==> src/sadc_map.svh <==
// Register map, field positions, reset values and timing counts of the converter sequencer
// Assumes APB with 32-bit data; byte address is four times the register index
`ifndef SADC_MAP_SVH
`define SADC_MAP_SVH

// ----------------------------------------------------------------
// Register indices and byte addresses
// ----------------------------------------------------------------
`define SADC_IDX_MODE 16'h0fd8
`define SADC_IDX_RESULT 16'h0fda
`define SADC_IDX_CLKCFG 16'h0fdc
`define SADC_ADDR_MODE 16'h3f60
`define SADC_ADDR_RESULT 16'h3f68
`define SADC_ADDR_CLKCFG 16'h3f70

// ----------------------------------------------------------------
// Mode register fields
// ----------------------------------------------------------------
`define SADC_MODE_CHAN_LSB 4
`define SADC_MODE_CHAN_MSB 6
`define SADC_MODE_START_BIT 3
`define SADC_MODE_EOC_BIT 2
`define SADC_MODE_BIAS_BIT 1
`define SADC_MODE_RESET 8'h04

// ----------------------------------------------------------------
// Clock configuration register fields
// ----------------------------------------------------------------
`define SADC_CFG_SYSCLK_LSB 0
`define SADC_CFG_SYSCLK_MSB 1
`define SADC_CFG_PROCCLK_LSB 2
`define SADC_CFG_PROCCLK_MSB 3
`define SADC_CFG_RESET 4'h0

// ----------------------------------------------------------------
// Timing, in main clock periods
// ----------------------------------------------------------------
`define SADC_START_PERIODS 16
`define SADC_CONV_PERIODS 168
`define SADC_SAMPLE_PERIODS 8
`define SADC_STEP_PERIODS ((`SADC_CONV_PERIODS - `SADC_SAMPLE_PERIODS) / 8)
`define SADC_PRESC_LAST 4'hf

`endif

==> src/sadc_pkg.sv <==
// Types shared by the converter sequencer
// Assumes sadc_map.svh is on the include path
`include "sadc_map.svh"

package sadc_pkg;

    // Sequencer phases
    typedef enum logic [1:0] {SADC_IDLE, SADC_SAMPLE, SADC_STEP} sadc_phase_type;

    // Whole state of the sequencer
    typedef struct packed {
        sadc_phase_type phase;
        logic [4:0] cnt;
        logic [2:0] bitn;
        logic [7:0] code;
        logic [7:0] result;
        logic [2:0] chan;
        logic bias;
        logic start;
        logic eoc;
        logic [2:0] conv_chan;
        logic [3:0] clk_cfg;
        logic [3:0] presc;
        logic [1:0] sync;
    } sadc_state_type;

endpackage : sadc_pkg

==> src/sadc_top.sv <==
// Successive-approximation converter sequencer with APB register access
// Assumes an analog front end with sample-and-hold, 8-bit DAC and comparator; one 125 MHz clock
//
// How it works
// - Eight-bit result from one of eight selectable analog inputs.
// - Hardware successive approximation, one result bit per step.
// - Selected input sampled once and held through the conversion.
// - Reset sets mode register to 04H, only end flag high.
// - End flag bit 2 and start bit 3 written only with the whole mode byte.
// - Mode bits 6 to 4 select the converted channel.
// - Mode bit 1 selects the comparator bias voltage.
// - Writing start bit begins conversion; hardware then clears it.
// - Finished conversion loads eight-bit outcome into result register.
// - End flag set to 1 when conversion completes.
// - Conversion begins and end flag clears within sixteen clocks.
// - One complete conversion takes 168 main clock periods.
// - Result register read only; writes have no effect.
// - Result register located at data address FDAH.
// - Result register cleared to 00H by reset.
// - Conversion halts while the main clock is not selected.
//
// The APB slave port was chosen for this implementation.
`timescale 1ns/100ps
`include "sadc_map.svh"

module sadc_top
    import sadc_pkg::*;
(
    input wire logic pclk,
    input wire logic presetn,
    input wire logic psel,
    input wire logic penable,
    input wire logic pwrite,
    input wire logic [15:0] paddr,
    input wire logic [31:0] pwdata,
    input wire logic [3:0] pstrb,
    output logic [31:0] prdata,
    output logic pready,
    output logic pslverr,
    input wire logic comparator_in,
    output logic [7:0] analog_input_enable,
    output logic [2:0] channel_select,
    output logic comparator_bias_select,
    output logic sample_hold,
    output logic [7:0] dac_code,
    output logic converter_busy
);

    // ----------------------------------------------------------------
    // Decode and shared terms
    // ----------------------------------------------------------------
    sadc_state_type st_r;
    sadc_state_type st_nxt;
    logic acc;
    logic wr;
    logic hit_mode;
    logic hit_result;
    logic hit_cfg;
    logic halt;
    logic busy;
    logic comp_s;
    logic start_now;
    logic last_cnt;
    localparam logic [4:0] SAMPLE_LAST = 5'(`SADC_SAMPLE_PERIODS - 1);
    localparam logic [4:0] STEP_LAST = 5'(`SADC_STEP_PERIODS - 1);

    // Bus access terms; no wait states
    assign acc = psel && penable;
    assign wr = acc && pwrite && pstrb[0];
    assign hit_mode = (paddr == `SADC_ADDR_MODE);
    assign hit_result = (paddr == `SADC_ADDR_RESULT);
    assign hit_cfg = (paddr == `SADC_ADDR_CLKCFG);
    assign pready = 1'b1;
    assign pslverr = acc && !(hit_mode || hit_result || hit_cfg);

    // Subsystem clock selected stops the converter
    assign halt = st_r.clk_cfg[`SADC_CFG_SYSCLK_MSB];
    assign busy = (st_r.phase != SADC_IDLE);
    assign comp_s = st_r.sync[1];
    // Start taken on prescaler wrap, at most sixteen clocks after request
    assign start_now = st_r.start && !halt && (st_r.presc == `SADC_PRESC_LAST);
    assign last_cnt = (st_r.phase == SADC_SAMPLE) ? (st_r.cnt == SAMPLE_LAST) : (st_r.cnt == STEP_LAST);

    // ----------------------------------------------------------------
    // Read data
    // ----------------------------------------------------------------
    always_comb begin
        prdata = 32'h0000_0000;
        if (psel && !pwrite) begin
            if (hit_mode) begin
                prdata[`SADC_MODE_CHAN_MSB:`SADC_MODE_CHAN_LSB] = st_r.chan;
                prdata[`SADC_MODE_START_BIT] = st_r.start;
                prdata[`SADC_MODE_EOC_BIT] = st_r.eoc;
                prdata[`SADC_MODE_BIAS_BIT] = st_r.bias;
            end else if (hit_result) begin
                prdata[7:0] = st_r.result;
            end else if (hit_cfg) begin
                prdata[3:0] = st_r.clk_cfg;
            end
        end
    end

    // ----------------------------------------------------------------
    // Next state
    // ----------------------------------------------------------------
    always_comb begin
        st_nxt = st_r;
        st_nxt.presc = st_r.presc + 4'h1;
        st_nxt.sync = {st_r.sync[0], comparator_in};
        // Register writes, whole byte
        if (wr && hit_mode) begin
            st_nxt.chan = pwdata[`SADC_MODE_CHAN_MSB:`SADC_MODE_CHAN_LSB];
            st_nxt.bias = pwdata[`SADC_MODE_BIAS_BIT];
            st_nxt.eoc = pwdata[`SADC_MODE_EOC_BIT];
        end
        if (wr && hit_cfg) begin
            st_nxt.clk_cfg = pwdata[3:0];
        end
        // Result register ignores writes
        // Pending start consumed, or dropped while converter is stopped
        if (start_now || (st_r.start && halt)) begin
            st_nxt.start = 1'b0;
        end
        if (wr && hit_mode && pwdata[`SADC_MODE_START_BIT]) begin
            st_nxt.start = 1'b1;
        end
        if (start_now) begin
            // Begin or restart on the current channel
            st_nxt.phase = SADC_SAMPLE;
            st_nxt.cnt = 5'h00;
            st_nxt.conv_chan = st_r.chan;
            st_nxt.code = 8'h00;
            st_nxt.eoc = 1'b0;
        end else if (busy && !halt) begin
            st_nxt.cnt = last_cnt ? 5'h00 : st_r.cnt + 5'h01;
            unique case (st_r.phase)
                SADC_SAMPLE: begin
                    if (last_cnt) begin
                        st_nxt.phase = SADC_STEP;
                        st_nxt.bitn = 3'h7;
                        st_nxt.code = 8'h80;
                    end
                end
                SADC_STEP: begin
                    if (last_cnt) begin
                        // Keep trial bit when input at or above DAC level
                        st_nxt.code[st_r.bitn] = comp_s;
                        if (st_r.bitn == 3'h0) begin
                            st_nxt.phase = SADC_IDLE;
                            st_nxt.result = {st_r.code[7:1], comp_s};
                            st_nxt.eoc = 1'b1;
                        end else begin
                            st_nxt.bitn = st_r.bitn - 3'h1;
                            st_nxt.code[st_r.bitn - 3'h1] = 1'b1;
                        end
                    end
                end
                SADC_IDLE: begin
                    st_nxt.cnt = 5'h00;
                end
            endcase
        end
    end

    // ----------------------------------------------------------------
    // State register
    // ----------------------------------------------------------------
    always_ff @(posedge pclk or negedge presetn) begin
        if (!presetn) begin
            st_r <= '0;
            st_r.phase <= SADC_IDLE;
            st_r.eoc <= 1'(`SADC_MODE_RESET >> `SADC_MODE_EOC_BIT);
            st_r.clk_cfg <= `SADC_CFG_RESET;
            st_r.result <= 8'h00;
        end else begin
            st_r <= st_nxt;
        end
    end

    // ----------------------------------------------------------------
    // Analog front end controls
    // ----------------------------------------------------------------
    assign channel_select = st_r.conv_chan;
    assign comparator_bias_select = st_r.bias;
    assign sample_hold = (st_r.phase == SADC_SAMPLE);
    assign dac_code = st_r.code;
    assign converter_busy = busy;

    // One enable per analog input
    genvar gi;
    generate
        for (gi = 0; gi < 8; gi++) begin : g_chan
            assign analog_input_enable[gi] = busy && (st_r.conv_chan == 3'(gi));
        end
    endgenerate

    // ----------------------------------------------------------------
    // Checks
    // ----------------------------------------------------------------
    logic [7:0] age_r;
    logic finish_now;
    logic start_wr;

    // Last approximation step completes at this edge; software start request
    assign finish_now = (st_r.phase == SADC_STEP) && last_cnt && (st_r.bitn == 3'h0) && !halt && !start_now;
    assign start_wr = wr && hit_mode && pwdata[`SADC_MODE_START_BIT];

    // Counts running cycles of the current conversion
    always_ff @(posedge pclk or negedge presetn) begin
        if (!presetn) begin
            age_r <= 8'h00;
        end else if (!busy || start_now) begin
            age_r <= 8'h00;
        end else if (!halt) begin
            age_r <= age_r + 8'h01;
        end
    end
endmodule : sadc_top

==> config.mk <==
export PLATFORM = sky130hd
export DESIGN_NAME = sadc_top
export DESIGN_NICKNAME = d
export VERILOG_FILES = /design/src/sadc_pkg.sv /design/src/sadc_top.sv
export VERILOG_INCLUDE_DIRS = /design/src
export SDC_FILE = /design/constraint.sdc
export NUM_CORES = 1
export LEC_CHECK = 0
export BUFFER_PORTS_ARGS = -buffer_cell sky130_fd_sc_hd__buf_4
export CAP_MARGIN = 25
export CORE_ASPECT_RATIO = 1.1
export CORE_MARGIN = 3
export CORE_UTILIZATION = 40
export DETAILED_ROUTE_END_ITERATION = 10
export GPL_TIMING_DRIVEN = 0
export HOLD_SLACK_MARGIN = 0.03
export PLACE_DENSITY = 0.67
export SETUP_SLACK_MARGIN = 0.2
export SKIP_CTS_REPAIR_TIMING = 1
export SLEW_MARGIN = 5
export SYNTH_ARGS = -nofsm -noshare
export SYNTH_HDL_FRONTEND = slang
export SYNTH_SLANG_ARGS = --single-unit
==> constraint.sdc <==
create_clock -name pclk -period 3.02 [get_ports pclk]
set_input_delay 0.453 -clock pclk [delete_from_list [all_inputs] [get_ports pclk]]
set_output_delay 0.453 -clock pclk [all_outputs]
set_load 0.005 [all_outputs]
# Word-level counts from Yosys, hierarchy flattened

Index checks and enable logic that the tools add are counted.

Magnitude comparators: 4
Eq/ne operators: 21
Shift operators: 0
$mul: 0
Bitwise logic cells: 2
Reductions and logical operators: 40
Div/mod/pow operators: 0
Mux-type cells: 36
$add $sub $neg: 3

Operators by type and width:

| kind                   | count |
|---|---|
| $eq A16 B14 Y1 const B | 3 |
| $mux W8                | 4 |
| $mux W26               | 1 |
| $logic_and A1 B1 Y1    | 22 |
| $mux W11               | 2 |
| $pmux W11 S2           | 1 |
| $mux W19               | 1 |
| $mux W1                | 13 |
| $eq A3 B3 Y1 const B   | 4 |
| $mux W4                | 3 |
| $mux W5                | 2 |
| $reduce_and A5 Y1      | 2 |
| $bwmux W8              | 1 |
| $lt A3 B4 Y1 const B   | 2 |
| $or A8 B8 Y8           | 1 |
| $reduce_bool A2 Y1     | 4 |
| $mux W7                | 1 |
| $demux W1 S3           | 2 |
| $eq A3 B2 Y1 const B   | 2 |
| $ge A3 B1 Y1 const B   | 2 |
| $logic_not A3 Y1       | 2 |
| $mux W2                | 3 |
| $mux W6                | 1 |
| $ne A3 B3 Y1 const B   | 2 |
| other kinds (20)       | 25 |

Memory bits (writable): 0
Logic and storage cells: 119
Bits in read-only memories: 0
Memories kept: 0
Flip-flop bits (word level): 45
Output and inout port bits: 56
Latch bits: 0

# Longest topological paths before layout

Word-level depth: 11
Gate-level depth with buffers: 7
Depth with buffers taken out: 6

# Least setup slack after synthesis

Ideal clock, no wire load.

Path type: input to output
Start point: in paddr[14]
End point: out prdata[0]
Cell stages on the path: 4
Data arrival time: 1900 ps
Setup slack: 667 ps
Buffers on the path: 0
Required time: 2567 ps
Cell sequence: or4_4 > nor4_1 > and2b_1 > a21boi_0

Word-level cells in the longest chain between the ends: 5
Elaborated cells between the ends (all ways): 7
Classes of those cells: eq/ne: 3; mux: 4

RTL lines:

| element                  | RTL line       | text |
|---|---|---|
| start: declaration       | sadc_top.sv:34 | `input wire logic [15:0] paddr,` |
| $eq A16 B14 Y1 (no line) | --             |  |
| $mux W4                  | sadc_top.sv:97 | `end else if (hit_cfg) begin` |
| $mux W4                  | sadc_top.sv:95 | `end else if (hit_result) begin` |
| $mux W1 *                | sadc_top.sv:90 | `if (hit_mode) begin` |
| $mux W8 *                | sadc_top.sv:89 | `if (psel && !pwrite) begin` |
| end: declaration         | sadc_top.sv:37 | `output logic [31:0] prdata,` |

Mark *: on every way between the ends. The rest lies on a longest branch, timed or not.

# Worst setup path in the final report

Same ends and word-level chain as after synthesis.

==> flow_results.org <==
** Worst setup path
- Crit end category :: primary output
- Capturing instance or port of the critical path :: prdata[0]
- The critical path is of the in -> out type.
- R2R Path Start :: st_r[35]
- Arrival time worst endpoint :: 2.18 ns
- The worst register-to-register path has a depth of 7.
- Worst stage delay on the critical path :: 0.56 ns
- Across all register-to-register paths, the minimum setup slack is 0.47 ns.
- The worst setup path is launched from an input port.
- In this run the worst setup path begins at paddr[14].
- In this run the worst path has a maximum fanout of 5.
- Req. time, crit path :: 2.57 ns
- Traced cell by cell, the critical path runs through buf_4 -> or4_4 -> nor4_2 -> and2b_1 -> a21boi_0 -> buf_4.
- In this run the critical register-to-register path is captured at st_r[19].
- Cell mode on critical path :: sky130_fd_sc_hd__buf_4
- Slowest cell on the critical path :: sky130_fd_sc_hd__or4_4

** Global routing
- Number of global-route vias before repair :: 2,350
- Entering global routing, the biggest net connects 46 pins.
- The first global-routing pass estimated 11,200 µm of wire.
- Initial antenna violation count :: 0
- Total gr overflow :: 0
- In the global route stage, overall resource usage came out at 16.7%.

** Timing
- Between clock sinks in the finished design, the worst skew comes to 0.00629 ns.
- Setup violations remaining at the end of the flow were counted as 0.
- Final min period :: ~2.6 ns
- The number of endpoints with negative hold slack in the final report was 0.
- Hold timing on the final database bottoms out at a slack of 0.138 ns.
- The final critical path takes up 87.0% of the cycle.
- In this run the tightest slew margin relative to its limit is 59.1%.
- Total negative slack for setup checks :: 0 ns
- After layout, the worst setup slack is slightly below 0.4 ns.
- Setup repair after global routing missed its margin :: no
- Derived from the worst setup path, the maximum achievable clock frequency is 0.380 GHz.
- For the pin with the worst max-slew slack, the measured transition is 0.610 ns.
- Max-slew violation total from the final report :: 0

** Routing
- For this run, design rule violations remaining after detail routing come to 0.
- Routed wire per std cell :: 14.2 µm
- Summed over all layers, the routed wires come to 7020 µm.
- Summing over every cut layer, the via total after detailed routing is 2,589.
- The first detailed-routing pass took 4 iterations.
- The detailed router finished its first iteration with between 100 and 150 violations.
- Post-DRT Antenna Nets :: 0
- Vias per cell :: about 5.2

** Power and ir drop
- Internal power :: between 0.0008 and 0.0009 W
- Part of the power in the clock network :: 35.6%
- Sequential cells account for 56.0% of the total power.
- Power consumption :: 0.00108 W
- Of the total power, combinational logic draws 8.4%.
- Max IR drop VDD :: about 0.25 mV
- In this run the power density over the cells is between 200 and 300 nW/µm².
- Net switching is around a quarter of the power.
- Leakage power of the design :: 1.77 nW
- Net switching power of the design :: 0.000262 W

** Yosys
- Yosys top cell area share :: 37.2%
- Syn Std Cell Area :: 2960 µm²
- In the synthesized netlist, the number of instances is approximately 320.
- Dominant register cell in the synthesized netlist :: sky130_fd_sc_hd__dfrtp_1
- Synthesized area per cell :: approximately 9.3 µm²
- Synth warnings :: 0
- Number of flops mapped to enable cells by yosys :: 0
- Most numerous cell in the Yosys netlist :: sky130_fd_sc_hd__dfrtp_1
- sky130_fd_sc_hd__dfrtp_1 takes more of the synthesized area than any other cell.
- Cell variety after synth :: 58
- Share of flip-flops with an asynchronous set or reset after synthesis :: 100%
- Counting flops and latches in the post-synthesis netlist gives 45.
- In the synthesized netlist, the cells that appear most often are sky130_fd_sc_hd__dfrtp_1 (44), sky130_fd_sc_hd__buf_4 (36), sky130_fd_sc_hd__nand2_1 (27), sky130_fd_sc_hd__nand3_1 (17), sky130_fd_sc_hd__a21oi_1 (16).
- Biggest area contributors in the synthesized netlist :: sky130_fd_sc_hd__dfrtp_1 (37%), sky130_fd_sc_hd__buf_4 (9.1%), sky130_fd_sc_hd__mux2_2 (5.7%), sky130_fd_sc_hd__nand2_1 (3.4%), sky130_fd_sc_hd__ha_1 (3.0%)
- Share of synthesized area occupied by flip-flops and latches :: 38.1%

** Floorplan
- Number of rows in the core area :: 32
- The floorplan step set the die width to 88.0 µm.
- Number of top-level pins :: roughly 110
- The floorplan step defined a die boundary enclosing 8460 µm².
- Initial core utilization :: 41.7%
- Die outline height :: 96.2 µm
- Total core area :: 7090 µm²

** Clock tree
- Maximum clock insertion buffer count :: 2
- CTS saw 45 sinks.
- After clock tree synthesis, the clock-pin slew on the worst setup and hold paths is 0.09 ns.
- Clock root buffer :: sky130_fd_sc_hd__clkbuf_8
- Counting the buffers created by CTS gives 5.
- The clock tree synthesis step divided the H-tree into 2 levels.
- Clock insertion delay at the later pin of the skew report :: 0.30 ns
- TritonCTS built the clock tree.

** Layout
- Flip-flop and latch area :: 1130 µm²
- Compared with the post-synthesis result, the final layout area differs by 25.4%.
- Net count of the finished layout :: approximately 470
- Of the cells placed in the final design, the portion with a size suffix greater than 1 is 32.9%.
- Multi-input gate area in the final layout :: 1580 µm²
- Counting the fill cells in the layout gives roughly 690.
- Fin area :: between 3000 and 4000 µm²
- Antenna Diode Count :: 0

** Run status
- The run finished with clean final reports.

** Flow run
- Across the run, the number of max-cap violations was 0.

** Place
- Buffers placed on the I/O ports in this run total 60.
- At the end of routability-driven placement, the weighted congestion stood at 0.849.
- Post-DP Area :: 3600 µm²
- Dpl ws :: 0.209 ns
- Detailed placement ended at an HPWL of around 5400 µm.

** Hold path
- Min-Delay Path Class :: in -> async
==> cell type report <==
class	count	area share, %
multi-input combinational	238	42.6
sequential	45	30.4
timing repair buffer	60	12.1
buffer	47	8.40
tap	85	2.87
clock buffer	5	1.85
inverter	12	1.21
clock inverter	3	0.573
==> cells by family (layout without fill, tap and decap cells) <==
| family | after synthesis | count (layout) | share of synthesized area (%) |
|---|---|---|---|
| AOI/OAI and AO/OA | 61 | 61 | 14.3 |
| xor gates and xnor gates | 2 | 2 | 0.592 |
| adders and majority gates | 7 | 7 | 2.96 |
| buffers and inverters | 59 | 127 | 12.1 |
| DFF | 45 | 45 | 38.1 |
| muxes | 23 | 23 | 8.46 |
| other | 2 | 25 | 0.254 |
| and+or+nand+nor | 120 | 120 | 23.3 |
==> worst min-delay path by stage <==
stage	from	to	slack, ns
final	presetn	st_r[5]	0.14
after global routing	presetn	st_r[26]	0.17
after CTS	presetn	st_r[5]	0.16
after detailed placement	st_nxt[1]	comp_s	0.34
after global placement	st_nxt[1]	comp_s	0.33
after floorplan	presetn	channel_select[0]	0.16
==> per-layer routing <==
layer | up-vias | share of wire (%) | global-route usage [%]
li1 | 1277 | - | -
met1 | 1229 | 46 | 23.9
met2 | 73 | 48 | 26.1
met3 | 10 | 4.5 | 3.25
met4 | 0 | 1.3 | 3.96
met5 | - | 0 | 0
==> metrics by stage <==
step,utilization [%],std cells
2_1_floorplan,-,342
3_3_place_gp,50.8,487
3_5_place_dp,50.8,487
4_1_cts,52.1,495
5_1_grt,52.3,495
6_report,52.3,495
==> sequential cells by signal (all words and copies together), names as in the netlist <==
signal,count
comparator_bias_select,1
channel_select,3
st_nxt,1
dac_code,8
comp_s,1
halt,1
st_r,30
==> power by group through the flow <==
stage | Sequential (W) | Combinational [W] | Clock [W]
after floorplan | 0.000616 | 0.0000421 | 0
after global placement | 0.000617 | 0.0000885 | 0
after detailed placement | 0.000617 | 0.0000897 | 0
after CTS | 0.000605 | 0.0000898 | 0.000400
after global routing | 0.000605 | 0.000102 | 0.000418
final | 0.000605 | 0.0000910 | 0.000385
==> worst max-delay path, delay by kind of cell <==
family,cells,cell delay [ns]
simple gates,3,1.25
buf+inv,2,0.25
compound gates,1,0.22
==> cell usage in the layout (no fill, tap or decap), drive strengths merged, types with 3 or more instances in the layout <==
cell / netlist / final
nand2b: 7 / 7
o221a: 3 / 3
conb: 2 / 25
o211ai: 5 / 5
a31oi: 3 / 3
nand3: 17 / 17
a21boi: 3 / 3
nand4: 6 / 6
a21oi: 16 / 16
nor2b: 8 / 8
dfrtp: 44 / 44
o22ai: 6 / 6
clkbuf: 11 / 16
nor4: 3 / 3
nor3: 6 / 6
mux2: 16 / 16
nand2: 27 / 27
nand3b: 4 / 4
buf: 36 / 96
or2: 4 / 4
mux2i: 7 / 7
nor3b: 3 / 3
nor2: 10 / 10
or4: 3 / 3
or3: 9 / 9
o21ai: 7 / 7
a22o: 5 / 5
inv: 12 / 13
ha: 7 / 7
(Power assumes the default switching activity.)
